==> config.mk <==
export PLATFORM = sky130hd
export DESIGN_NAME = scu_serial
export DESIGN_NICKNAME = d
export VERILOG_FILES = /design/src/core/scu_pkg.sv /design/src/core/scu_serial.sv
export SDC_FILE = /design/constraint.sdc
export NUM_CORES = 1
export LEC_CHECK = 0
export ABC_AREA = 0
export BUFFER_PORTS_ARGS = -buffer_cell sky130_fd_sc_hd__buf_2
export CAP_MARGIN = 40
export CORE_ASPECT_RATIO = 0.75
export CORE_MARGIN = 3
export CORE_UTILIZATION = 40
export CTS_BUF_LIST = sky130_fd_sc_hd__clkbuf_4
export DETAILED_ROUTE_END_ITERATION = 10
export SLEW_MARGIN = 20
export SYNTH_ARGS = -nofsm -noshare
export SYNTH_HDL_FRONTEND = slang
export SYNTH_SLANG_ARGS = --single-unit
==> constraint.sdc <==
create_clock -name clk_sys -period 2.2 [get_ports clk_sys]
set_input_delay 0.33 -clock clk_sys [delete_from_list [all_inputs] [get_ports clk_sys]]
set_output_delay 0.33 -clock clk_sys [all_outputs]
set_load 0.05 [all_outputs]
==> src/core/scu_pkg.sv <==
// package for the serial unit: register offsets, field layout, reset values
// assumes one 100 MHz system clock and an 8-bit register port
package scu_pkg;
	localparam int CLK_HZ = 100_000_000;
	localparam int BAUD_DEFAULT = 115_200;
	localparam int OVERSAMPLE = 16;
	localparam int DIV_DEFAULT = CLK_HZ / (BAUD_DEFAULT * OVERSAMPLE);

	// register offsets
	localparam logic [3:0] OFS_TX_HOLD = 4'h0;
	localparam logic [3:0] OFS_RX_HOLD = 4'h1;
	localparam logic [3:0] OFS_STATUS = 4'h2;
	localparam logic [3:0] OFS_CTRL = 4'h3;
	localparam logic [3:0] OFS_DIV = 4'h4;
	localparam logic [3:0] OFS_IRQ_STAT = 4'h5;
	localparam logic [3:0] OFS_IRQ_MASK = 4'h6;

	// status bit positions
	localparam int ST_TXEMPTY = 0;
	localparam int ST_RXFULL = 1;
	localparam int ST_OVERRUN = 2;
	localparam int ST_FRAMING = 3;
	localparam int ST_PARITY = 4;
	localparam int ST_TXEND = 5;

	// control bit positions
	localparam int CT_TXEN = 0;
	localparam int CT_RXEN = 1;
	localparam int CT_PAREN = 2;
	localparam int CT_PARODD = 3;
	localparam int CT_RXIE = 4;

	// irq bit positions: 0 rx error, 1 rx full, 2 tx empty, 3 tx end
	localparam int IRQ_BITS = 4;

	localparam logic [7:0] CTRL_RESET = 8'h00;
	localparam logic [7:0] BYTE_ZERO = 8'h00;
	localparam logic [3:0] TICK_MID = 4'h7;
	localparam logic [3:0] TICK_LAST = 4'hf;
	localparam logic [3:0] DATA_BITS = 4'h8;

	// register port bundle
	typedef struct packed {
		logic [3:0] addr;
		logic [7:0] wdata;
		logic wr;
		logic rd;
	} scu_bus_t;

	typedef enum {RX_IDLE, RX_START, RX_DATA, RX_PAR, RX_STOP} scu_rx_state_t;
	typedef enum {TX_IDLE, TX_START, TX_DATA, TX_PAR, TX_STOP} scu_tx_state_t;
endpackage : scu_pkg

==> src/core/scu_serial.sv <==
// asynchronous serial unit: holding registers, error flags, 16x sampling
// assumes rxLine is already synchronous to clk_sys and idles high
//
// Local design decisions: the address-and-strobe port and the register offsets.
`timescale 1ns/100ps

module scu_serial #(
	parameter int DIV_W = 16,
	parameter logic [15:0] DIV_RESET = 16'(scu_pkg::DIV_DEFAULT)
) (
	input wire logic clk_sys,
	input wire logic reset,
	input wire scu_pkg::scu_bus_t bus,
	output logic [7:0] rdata,
	input wire logic rxLine,
	output logic txLine,
	output logic rxErrIrq,
	output logic irq
);
	logic [7:0] txHold_r, txShift_r, rxHold_r, rxShift_r, ctrl_r;
	logic [DIV_W-1:0] div_r, divCnt_r;
	logic txEmpty_r, txEnd_r, rxFull_r, ovr_r, frm_r, par_r;
	localparam int IRQ_BITS_W = scu_pkg::IRQ_BITS;
	logic [IRQ_BITS_W-1:0] irqStat_r, irqMask_r;
	logic rxPrev_r, rxParBit_r, txParBit_r;
	logic [3:0] rxTick_r, rxBit_r, txTick_r, txBit_r;
	scu_pkg::scu_rx_state_t rxSt_r;
	scu_pkg::scu_tx_state_t txSt_r;

	// decode of the register port
	wire logic wrTx = bus.wr && bus.addr == scu_pkg::OFS_TX_HOLD;
	wire logic wrSt = bus.wr && bus.addr == scu_pkg::OFS_STATUS;
	wire logic wrCt = bus.wr && bus.addr == scu_pkg::OFS_CTRL;
	wire logic wrDv = bus.wr && bus.addr == scu_pkg::OFS_DIV;
	wire logic wrIs = bus.wr && bus.addr == scu_pkg::OFS_IRQ_STAT;
	wire logic wrIm = bus.wr && bus.addr == scu_pkg::OFS_IRQ_MASK;
	wire logic anyErr = ovr_r | frm_r | par_r;
	wire logic rxRun = ctrl_r[scu_pkg::CT_RXEN] && !anyErr;
	wire logic txRun = ctrl_r[scu_pkg::CT_TXEN] && !anyErr;

	// 16x sample tick from the divider; one tick per sixteenth bit
	wire logic tick = divCnt_r == '0;
	always_ff @(posedge clk_sys) begin
		if (reset || tick) begin
			divCnt_r <= reset ? '0 : div_r;
		end else begin
			divCnt_r <= divCnt_r - 1'b1;
		end
	end

	// falling line edge seen on a tick; stands for the start bit's leading edge
	wire logic startEdge = tick && rxPrev_r && !rxLine;
	wire logic midTick = tick && rxTick_r == scu_pkg::TICK_MID;
	wire logic frameDone = midTick && rxSt_r == scu_pkg::RX_STOP;
	wire logic stopBad = !rxLine;
	wire logic parBad = ctrl_r[scu_pkg::CT_PAREN] &&
		(rxParBit_r != (^rxShift_r ^ ctrl_r[scu_pkg::CT_PARODD]));
	wire logic ovrNow = frameDone && rxFull_r;
	wire logic rxClr = wrSt && !bus.wdata[scu_pkg::ST_RXFULL];
	// a set in the same cycle as a clear wins
	wire logic rxFullSet = frameDone && !rxFull_r && !stopBad && !parBad;

	// receiver sequencer; starts no new frame while an error flag is set
	always_ff @(posedge clk_sys) begin
		if (reset) begin
			rxSt_r <= scu_pkg::RX_IDLE;
			rxTick_r <= 4'h0;
			rxBit_r <= 4'h0;
			rxShift_r <= 8'h00;
			rxParBit_r <= 1'b0;
			rxPrev_r <= 1'b1;
		end else if (tick) begin
			// held high while stopped, so a line still low in a break
			// starts a new frame as soon as the error flags are cleared
			rxPrev_r <= rxLine || !rxRun;
			rxTick_r <= rxTick_r + 4'h1;
			case (rxSt_r)
				scu_pkg::RX_IDLE: begin
					rxTick_r <= 4'h0;
					if (startEdge && rxRun) begin
						rxSt_r <= scu_pkg::RX_START;
					end
				end
				scu_pkg::RX_START: begin
					if (midTick) begin
						rxTick_r <= 4'h8; // realign: next centre is 16 ticks on
						rxBit_r <= 4'h0;
						rxSt_r <= rxLine ? scu_pkg::RX_IDLE : scu_pkg::RX_DATA;
					end
				end
				scu_pkg::RX_DATA: begin
					if (midTick) begin
						rxShift_r <= {rxLine, rxShift_r[7:1]};
						rxBit_r <= rxBit_r + 4'h1;
						if (rxBit_r == scu_pkg::DATA_BITS - 4'h1) begin
							rxSt_r <= ctrl_r[scu_pkg::CT_PAREN] ?
								scu_pkg::RX_PAR : scu_pkg::RX_STOP;
						end
					end
				end
				scu_pkg::RX_PAR: begin
					if (midTick) begin
						rxParBit_r <= rxLine;
						rxSt_r <= scu_pkg::RX_STOP;
					end
				end
				default: begin
					if (midTick) begin
						rxSt_r <= scu_pkg::RX_IDLE;
					end
				end
			endcase
		end
	end

	// receive flags and holding register
	always_ff @(posedge clk_sys) begin
		if (reset) begin
			rxHold_r <= scu_pkg::BYTE_ZERO;
			rxFull_r <= 1'b0;
			ovr_r <= 1'b0;
			frm_r <= 1'b0;
			par_r <= 1'b0;
		end else begin
			if (frameDone && !rxFull_r) begin
				rxHold_r <= rxShift_r;
			end
			rxFull_r <= rxFullSet || (rxFull_r && !rxClr);
			ovr_r <= ovrNow || (ovr_r && !(wrSt &&
				!bus.wdata[scu_pkg::ST_OVERRUN]));
			frm_r <= (frameDone && stopBad) || (frm_r && !(wrSt &&
				!bus.wdata[scu_pkg::ST_FRAMING]));
			par_r <= (frameDone && parBad) || (par_r && !(wrSt &&
				!bus.wdata[scu_pkg::ST_PARITY]));
		end
	end

	// transmitter; holding register takes every write
	wire logic txTick = tick && txTick_r == scu_pkg::TICK_LAST;
	wire logic txLoad = txRun && !txEmpty_r &&
		(txSt_r == scu_pkg::TX_IDLE || (txTick && txSt_r == scu_pkg::TX_STOP));
	always_ff @(posedge clk_sys) begin
		if (reset) begin
			txHold_r <= scu_pkg::BYTE_ZERO;
			txEmpty_r <= 1'b1;
			txEnd_r <= 1'b1;
		end else begin
			if (wrTx) begin
				txHold_r <= bus.wdata;
			end
			txEmpty_r <= txLoad || (txEmpty_r && !wrTx);
			txEnd_r <= (txTick && txSt_r == scu_pkg::TX_STOP && txEmpty_r) ||
				(txEnd_r && !txLoad);
		end
	end

	always_ff @(posedge clk_sys) begin
		if (reset) begin
			txSt_r <= scu_pkg::TX_IDLE;
			txShift_r <= 8'h00;
			txTick_r <= 4'h0;
			txBit_r <= 4'h0;
			txParBit_r <= 1'b0;
			txLine <= 1'b1;
		end else if (txLoad) begin
			txShift_r <= txHold_r;
			txParBit_r <= ^txHold_r ^ ctrl_r[scu_pkg::CT_PARODD];
			txSt_r <= scu_pkg::TX_START;
			txTick_r <= 4'h0;
			txBit_r <= 4'h0;
			txLine <= 1'b0;
		end else if (tick && txSt_r != scu_pkg::TX_IDLE && txRun) begin
			txTick_r <= txTick_r + 4'h1;
			if (txTick) begin
				case (txSt_r)
					scu_pkg::TX_START: begin
						txSt_r <= scu_pkg::TX_DATA;
						txLine <= txShift_r[0];
					end
					scu_pkg::TX_DATA: begin
						txBit_r <= txBit_r + 4'h1;
						txShift_r <= {1'b0, txShift_r[7:1]};
						if (txBit_r == scu_pkg::DATA_BITS - 4'h1) begin
							txSt_r <= ctrl_r[scu_pkg::CT_PAREN] ?
								scu_pkg::TX_PAR : scu_pkg::TX_STOP;
							txLine <= ctrl_r[scu_pkg::CT_PAREN] ?
								txParBit_r : 1'b1;
						end else begin
							txLine <= txShift_r[1];
						end
					end
					scu_pkg::TX_PAR: begin
						txSt_r <= scu_pkg::TX_STOP;
						txLine <= 1'b1;
					end
					default: begin
						txSt_r <= scu_pkg::TX_IDLE;
						txLine <= 1'b1;
					end
				endcase
			end
		end
	end

	// control, divider, interrupt status (write one to clear) and mask
	wire logic [IRQ_BITS_W-1:0] irqEv = {txEnd_r, txEmpty_r,
		rxFullSet, frameDone && (stopBad || parBad || rxFull_r)};
	always_ff @(posedge clk_sys) begin
		if (reset) begin
			ctrl_r <= scu_pkg::CTRL_RESET;
			div_r <= DIV_RESET[DIV_W-1:0];
			irqStat_r <= '0;
			irqMask_r <= '0;
		end else begin
			if (wrCt) begin
				ctrl_r <= bus.wdata;
			end
			if (wrDv) begin
				div_r <= DIV_W'(bus.wdata);
			end
			if (wrIm) begin
				irqMask_r <= bus.wdata[IRQ_BITS_W-1:0];
			end
			irqStat_r <= irqEv | (irqStat_r &
				~(wrIs ? bus.wdata[IRQ_BITS_W-1:0] : '0));
		end
	end

	// level outputs; error request follows the flags themselves
	assign rxErrIrq = anyErr && ctrl_r[scu_pkg::CT_RXIE];
	assign irq = |(irqStat_r & irqMask_r);

	// read data valid in the cycle after the read strobe; unmapped reads 0
	wire logic [7:0] status = {2'b00, txEnd_r, par_r, frm_r, ovr_r,
		rxFull_r, txEmpty_r};
	wire logic [7:0] rdMux =
		bus.addr == scu_pkg::OFS_TX_HOLD ? txHold_r :
		bus.addr == scu_pkg::OFS_RX_HOLD ? rxHold_r :
		bus.addr == scu_pkg::OFS_STATUS ? status :
		bus.addr == scu_pkg::OFS_CTRL ? ctrl_r :
		bus.addr == scu_pkg::OFS_DIV ? 8'(div_r) :
		bus.addr == scu_pkg::OFS_IRQ_STAT ? 8'(irqStat_r) :
		bus.addr == scu_pkg::OFS_IRQ_MASK ? 8'(irqMask_r) : 8'h00;
	always_ff @(posedge clk_sys) begin
		if (reset || !bus.rd) begin
			rdata <= 8'h00;
		end else begin
			rdata <= rdMux;
		end
	end
endmodule : scu_serial

==> Word-level counts from Yosys, hierarchy flattened <==
Index checks and enable logic that the tools add are counted.
{ "op_classes": {"n_eq_ne": 26, "bitwise_logic": 8, "n_div": 0, "multipliers": 0, "shifts": 0, "addsub": 5, "muxes": 39, "magnitude_cmp": 0, "reduce_logical": 91} }
{ "ops": {"columns": ["operator", "n"], "rows": [
  ["two-way mux 32 bit", 7],
  ["== test 32 x 2 -> 1 bit, second input constant", 4],
  ["one-hot mux 32 bit (4 select lines)", 1],
  ["one-hot mux 32 bit (3 select lines)", 1],
  ["two-way mux 8 bit", 10],
  ["== test 32 x 1 -> 1 bit, second input constant", 2],
  ["== test 32 x 4 -> 1 bit, second input constant", 2],
  ["zero test 32 bit", 2],
  ["logical AND 1 bit", 39],
  ["nonzero test 32 bit", 1],
  ["== test 4 x 3 -> 1 bit, second input constant", 6],
  ["two-way mux 4 bit", 6],
  ["AND reduction 3 bit", 6],
  ["zero test 1 bit", 17],
  ["adder 4 x 1 -> 4 bit, second input constant", 4],
  ["zero test 16 bit", 1],
  ["two-way mux 16 bit", 1],
  ["one-hot mux 4 bit (2 select lines)", 2],
  ["XOR reduction 8 bit", 2],
  ["subtractor 16 x 1 -> 16 bit, second input constant", 1],
  ["logical OR 1 bit", 12],
  ["!= test 2 bit, second input constant", 6],
  ["nonzero test 2 bit", 5],
  ["AND 4 bit", 2],
  ["other kinds (19)", 29]
]} }
{ "totals": {"mem_bits_ro": 0, "ram_bits": 0, "latchBits": 0, "n_memories": 0, "output_inout_bits": 11, "register_bits": 170} }

==> Depth between registers and ports, before layout <==
Gate-level depths: netlist (run 1).
{ "logic_depth": {"depth_word": 9, "mapped_depth": 9} }

==> Worst setup path after synthesis (run 1) <==
No wires, ideal clock.
{ "synth_timing": {"kind": "flip-flop to flip-flop", "start": "register divCnt_r[12]", "end": "register rxHold_r[0]", "arrival_time_ns": 2.006, "path_buffers": 1, "stages_incl_launch_ff": 7, "setup_time_ns": 0.128, "path_slack_ns": 0.066, "cell_sequence": "dfxtp_1 -> or3_1 -> buf_2 -> or3_4 -> nor4_4 -> mux2i_1 -> nor2_1"} }
{ "synth_between": {"elab_chain_len": 4} }
{ "synth_rtl": {"columns": ["element", "line_no", "source"], "rows": [
  ["from (decl)", "scu_serial.sv:21", "logic [DIV_W-1:0] div_r, divCnt_r;"],
  ["from (signal assigned)", "scu_serial.sv:45", "divCnt_r <= reset ? '0 : div_r;"],
  ["from (signal assigned)", "scu_serial.sv:47", "divCnt_r <= divCnt_r - 1'b1;"],
  ["zero test 16 bit", "scu_serial.sv:42", "wire logic tick = divCnt_r == '0;"],
  ["logical AND 1 bit", "scu_serial.sv:53", "wire logic midTick = tick && rxTick_r == scu_pkg::TICK_MID;"],
  ["logical AND 1 bit", "scu_serial.sv:54", "wire logic frameDone = midTick && rxSt_r == scu_pkg::RX_STOP;"],
  ["logical AND 1 bit", "scu_serial.sv:125", "if (frameDone && !rxFull_r) begin"],
  ["to (signal assigned)", "scu_serial.sv:119", "rxHold_r <= scu_pkg::BYTE_ZERO;"],
  ["to (signal assigned)", "scu_serial.sv:126", "rxHold_r <= rxShift_r;"],
  ["to (decl)", "scu_serial.sv:20", "logic [7:0] txHold_r, txShift_r, rxHold_r, rxShift_r, ctrl_r;"]
]} }
No other way between the ends.
A chain may end at the register's enable or synchronous reset.

==> Worst setup path after layout (run 1) <==
{ "layout_timing": {"start": "register divCnt_r[12]", "end": "register rxFull_r"} }
{ "layout_between": {"elab_chain_len": 7} }
{ "layout_rtl": {"columns": ["element", "line_no", "source"], "rows": [
  ["zero test 16 bit", "scu_serial.sv:42", null],
  ["logical AND 1 bit", "scu_serial.sv:53", null],
  ["logical AND 1 bit", "scu_serial.sv:54", null],
  ["logical AND 1 bit (3 in series)", "scu_serial.sv:61", "wire logic rxFullSet = frameDone && !rxFull_r && !stopBad && !parBad;"],
  ["logical OR 1 bit", "scu_serial.sv:128", "rxFull_r <= rxFullSet || (rxFull_r && !rxClr);"],
  ["to (signal assigned)", "scu_serial.sv:128", null],
  ["to (decl)", "scu_serial.sv:22", "logic txEmpty_r, txEnd_r, rxFull_r, ovr_r, frm_r, par_r;"]
]} }
No other way between the ends.

==> results.yml, run 1 <==
setup_path:
  crit_arrival_ns: 2.47
  startpoint_type: "register"
  reg2reg_depth: 4
  worstSetupEndpointType: "register"
  worst_r2r_endpoint: "rxFull_r"
  cp-startpoint: "divCnt_r[12]"
  critical_path_class: "register to register"
  worst-path-max-fanout: 6
  r2r-start: "divCnt_r[12]"
  critical_path_required_ns: 2.57
  r2r_setup_slack_ns: 0.11
yosys:
  ys_types: 54
  ys_warn_count: 0
  synth.avg_cell_area_um2: 8.67
  netlist_instances: 614
  synth_edf_count: 0
  syn-num-nets: 637
  ys_ff_latch: 112
  syn_area_um2: 5320
  synth_ff_type: "dfxtp_1"
  async_reset_ff_frac: 0
  ys_seq_area_frac: 0.421
finish:
  antenna_cells: 0
  drive_gt1_frac: 0.132
  nets: 670
  postLayoutCellArea_um2: 5960
  finish.utilization: 0.471
  syn2layout_area_growth_pct: 12.0
place:
  gp_congestion: 0.865
  dp_hpwl_um: 10000
  place_area_um2: 5770
  portBuffers: 27
timing:
  clock.fmax_ghz: 0.477
  post-route-period-util: 0.952
  max_slew.worst_pin.slew_ns: 0.503
  slew_headroom: 0.662
  period_needed_ns: 2.09
  finalSetupViolCount: 0
  clock-skew-final_ns: 0.0157
  rsz0062_at_grt: "no"
  slew_viol_final: 0
  holdWs_ns: 0.125
  fin_tns_setup_ns: 0
  hold_viol: 0
route:
  vias_per_cell: 5.58
  wl_met1_um: 6960
  top_layer_used: "met4"
  drc_errors: 0
  final_antenna_net_count: 0
  wl_met3_um: 1050
  routed_wl_um: 13900
  dr_wl_met2_um: 5730
  vias: 4568
  dr.pass1.iters: 5
  wl_per_cell_um: 17.0
  drt-initial-drc-count: 341
job:
  drv_cap: 0
clock_network:
  cts.sinks: 112
  cts_buffer_depth: 2
  htreeDepth: 3
  hold_buffers: 0
  cts_root_buf: "clkbuf_4"
  clk_latency_ns: 0.47
  cts_made_buffers: 9
  tritoncts: "yes"
  cts.reportedPaths.clkPinSlew_ns: 0.18
die:
  die_area_um2: 14700
  start_util: 0.421
  die_y_um: 106
  io_pins: 28
  rows: 35
  fp.dieW_um: 139
  core_um2: 12700
global_routing:
  antenna_found_initial: 0
  grt_pass1_vias: 4360
  gr-total-overflow: 0
  grt_max_degree: 95
  track_usage: 0.190
  grt_pass1_wl_um: 22600
hold_path:
  min_to: "ctrl_r[6]"
  min_path_type: "primary input to register"
  holdPathStages: 3
  min_from: "bus[8]"
outcome:
  status: "complete, no violations"
power_and_ir_drop:
  leakagePower_nw: 2.20
  vdd_ir_drop_max_v: 0.000524
  powerDensity_nw_per_um2: 717
==> repair_timing <==
action / 4_1_cts / 5_1_grt
hold endpoints to repair: 0 / 0
endpoints found under the setup margin: 0 / 3
resized for setup: 0 / 2
buffers inserted: 0 / 2
==> metal layers <==
| metal | global-route usage | vias up |
|---|---|---|
| li1 | - | 2253 |
| met1 | 0.279 | 2169 |
| met2 | 0.270 | 132 |
| met3 | 0.0638 | 14 |
| met4 | 0.0391 | 0 |
| met5 | 0 | - |
==> worst max-delay path by stage <==
stage                              end  slack, ns  cells after the start
after global routing      txShift_r[3]       0.01                      7
after CTS                     rxFull_r        0.1                      4
final                         rxFull_r       0.11                      4
after global placement    txShift_r[0]       0.20                      5
after floorplan            rxHold_r[0]       0.07                      6
after detailed placement      rxFull_r       0.13                      4
==> metrics by stage <==
step | worst slack [ns] | power [W] | std cells
6_report | 0.105 | 0.00428 | 818
5_1_grt | 0.0124 | 0.00453 | 818
3_5_place_dp | 0.135 | 0.00322 | 800
4_1_cts | 0.0958 | 0.00430 | 816
2_1_floorplan | 0.0661 | 0.00294 | 614
3_3_place_gp | 0.202 | 0.00320 | 800
==> cells by family (layout without fill, tap and decap cells) <==
| family | after synthesis | after routing | synth area share |
|---|---|---|---|
| simple gates | 252 | 252 | 0.233 |
| flops | 112 | 112 | 0.421 |
| compound gates | 105 | 105 | 0.130 |
| mux | 53 | 53 | 0.104 |
| buf+inv | 50 | 88 | 0.0357 |
| xor+xnor | 36 | 36 | 0.0618 |
| fa+ha+maj | 6 | 6 | 0.0141 |
==> cells in the mapped netlist (3+ instances only) <==
cell	instances	area [um^2]
a32oi_1	3	26.3
a221oi_1	8	70.1
nor2b_1	9	56.3
or3_1	8	50.1
a21oi_1	30	150
inv_1	14	52.6
nand4_1	7	43.8
xor2_1	11	96.3
nand2b_1	4	25.0
xnor2_1	24	210
a211oi_1	10	75.1
mux2i_1	51	510
a22oi_1	10	75.1
nor3_1	33	165
nor2_1	76	285
o21ai_0	20	100
nand2_1	60	225
a31oi_1	5	31.3
nand3b_1	4	30.0
nand3_1	21	105
clkbuf_1	34	128
ha_1	6	75.1
and2_1	6	37.5
dfxtp_1	112	2240
nor4_1	7	43.8
==> power by group <==
group	leakage, nW	internal [W]	switching (W)	total, W
combinational	1.21	0.000373	0.000571	0.000944
clock	0.0750	0.000358	0.000727	0.00109
sequential	0.907	0.00214	0.000108	0.00225
==> flip-flops by register name, summed over array words and instances (netlist names), 8 cells and up <==
| name | flops |
|---|---|
| div_r | 8 |
| txShift_r | 8 |
| ctrl_r | 8 |
| divCnt_r | 16 |
| rxHold_r | 8 |
| rdata | 8 |
| rxShift_r | 8 |
| txHold_r | 8 |
==> critical path, stage by stage (launching register included) <==
cell	delay, ns
dfxtp_1	0.38
or3_1	0.43
or3_4	0.41
or3_1	0.46
o32ai_1	0.32
==> layout by cell type, fill, tap and decap left out, types with 4 or more instances in the layout <==
cell type  instances
dfxtp_1          112
nor2_1            76
nand2_1           60
mux2i_1           51
nor3_1            33
a21oi_1           30
buf_2             27
buf_4             27
xnor2_1           24
nand3_1           21
o21ai_0           20
inv_1             14
xor2_1            11
a211oi_1          10
a22oi_1           10
nor2b_1            9
clkbuf_4           9
a221oi_1           8
or3_1              7
nand4_1            7
nor4_1             7
and2_1             6
ha_1               6
a31oi_1            5
nand2b_1           4
nand3b_1           4
buf_12             4
==> layout make-up <==
cell class / instances / area, um^2
Inverter: 14 / 52.6
Clock inverter: 7 / 76.3
Clock buffer: 9 / 67.6
Sequential cell: 112 / 2240
Fill cell: 1247 / 6690
Tap cell: 166 / 208
Timing Repair Buffer: 58 / 418
Multi-Input combinational cell: 452 / 2900
No activity file was read; power rests on OpenSTA's default activity.
==> inputs of run 2 (changes only) <==
Settings changed: CELL_PAD_IN_SITES_DETAIL_PLACEMENT set to 2, CELL_PAD_IN_SITES_GLOBAL_PLACEMENT set to 2, CORE_ASPECT_RATIO 0.75 to 0.6, CORE_UTILIZATION 40 to 35, PLACE_DENSITY_LB_ADDON set to 0.1, TNS_END_PERCENT set to 100.
==> run 2 against run 1 <==
Global-route usage increased by 3.1 points. Sequential cell count unchanged. Non-clock buffer count increased by 6. Register-to-register slack about the same. First-iteration DRC count decreased by 25%. Sequential power about the same.
==> results.yml, run 2 (synthesis results as in run 1) <==
global_routing:
  gr-total-overflow: 0
  track_usage: 0.220
  grt_max_degree: 69
  antenna_found_initial: 0
  grt_pass1_vias: 4956
  grt_pass1_wl_um: 28500
finish:
  antenna_cells: 0
  final_cell_mix: "111 x dfxtp_1, 76 x nor2_1, 60 x nand2_1"
  drive_gt1_frac: 0.144
  postLayoutCellArea_um2: 6020
  final_common_cell: "dfxtp_1"
  nets: 676
  fin_cells: 856
  finish.utilization: 0.410
  syn2layout_area_growth_pct: 13.1
  top_register: "divCnt_r"
  largest_reg_flops: 16
clock_network:
  cts.sinks: 112
  clk_latency_ns: 0.47
  tritoncts: "yes"
  cts.reportedPaths.clkPinSlew_ns: 0.19
  htreeDepth: 3
  cts_made_buffers: 9
  cts_root_buf: "clkbuf_4"
  hold_buffers: 0
  cts_buffer_depth: 2
  cts_setup_buffers: 0
place:
  dp.cells: 840
  dp_hpwl_um: 13400
  dp_slack_ns: 0.0198
  place_area_um2: 5870
  gp_congestion: 0.854
  portBuffers: 27
setup_path:
  startpoint_type: "register"
  worstSetupEndpointType: "register"
  worst-path-max-fanout: 6
  critical_path_required_ns: 2.57
  reg2reg_depth: 4
  crit_arrival_ns: 2.48
  critical_path_class: "register to register"
timing:
  max_slew.worst_pin.slew_ns: 0.628
  slew_viol_final: 0
  post-route-period-util: 0.957
  hold_viol: 0
  clock.fmax_ghz: 0.475
  finalSetupViolCount: 0
  period_needed_ns: 2.11
  slew_headroom: 0.578
  clock-skew-final_ns: 0.0270
  setup_ws_ns: 0.0940
route:
  vias_per_cell: 5.48
  dr.pass1.iters: 5
  vias: 4691
  final_antenna_net_count: 0
  drc_errors: 0
  routed_wl_um: 17600
  drt-initial-drc-count: 257
  wl_per_cell_um: 20.6
power_and_ir_drop:
  powerDensity_nw_per_um2: 711
  leakagePower_nw: 2.20
  vdd_ir_drop_max_v: 0.000289
  total_power_w: 0.00428
die:
  die_y_um: 102
  die_area_um2: 16800
  start_util: 0.363
  io_pins: 28
  rows: 34
  core_um2: 14700
  fp.dieW_um: 165
hold_path:
  holdPathStages: 3
  min_path_type: "primary input to register"
outcome:
  status: "complete, no violations"
job:
  drv_cap: 0
==> run 2: cell count changes in the layout (fill, tap and decap cells not counted) <==
cell and delta:
buf_4 +8, buf_12 -2, clkinv_4 +2, a221oi_1 -1
a221oi_2 +1, and4_1 -1, and4_4 +1, bufinv_16 -1
dfxtp_1 -1, dfxtp_2 +1, inv_6 -1, nor3_2 -1
nor3_4 +1
==> run 2: metrics by stage <==
| stage | TNS [ns] | hold WS [ns] |
|---|---|---|
| detailed placement | 0 | 0.477 |
| floorplan | 0 | 0.441 |
| global route | -0.0213 | 0.0867 |
| global placement | 0 | 0.460 |
| CTS | 0 | 0.0817 |
| finish | 0 | 0.129 |
==> run 2: what timing repair did <==
action	4_1_cts	5_1_grt
gates resized for setup	1	6
hold endpoints to repair	0	0
endpoints found under the setup margin	1	10
cloned	0	0
==> run 2: where the power goes <==
part / switching (W) / internal [W]
Sequential: 0.000110 / 0.00214
Clock: 0.000744 / 0.000244
Combinational: 0.000632 / 0.000409
==> run 2: worst max-delay path: stages (launching register included) <==
cell and delay [ns]:
dfxtp_2 0.38, or3_4 0.45, or3_4 0.42, or3_1 0.46, o32ai_1 0.33
==> run 2: layout make-up <==
cell class              count  area (um^2)
clock buffers               9         67.6
well taps                 198          248
clock inverters             7         55.1
multi-input cells         452         2920
flip-flops and latches    112         2240
fillers                  1666         8660
inverters                  14         52.6
repair buffers             64          438
==> run 2: per-layer routing <==
| layer | GRT usage | up-vias | share of wire |
|---|---|---|---|
| met1 | 0.332 | 2365 | 0.52 |
| met2 | 0.337 | 65 | 0.44 |
| met5 | 0 | - | 0 |
| met3 | 0.0384 | 9 | 0.034 |
| li1 | - | 2252 | - |
| met4 | 0.0290 | 0 | 0.0045 |
==> run 2: final timing paths <==
kind | from | to | slack (ns)
worst min-delay path | bus[7] | txHold_r[5] | 0.13
worst min register to register | txShift_r[6] | txShift_r[5] | 0.49
worst max-delay path | divCnt_r[12] | irqStat_r[1] | 0.09
worst max register to register | divCnt_r[12] | irqStat_r[1] | 0.09
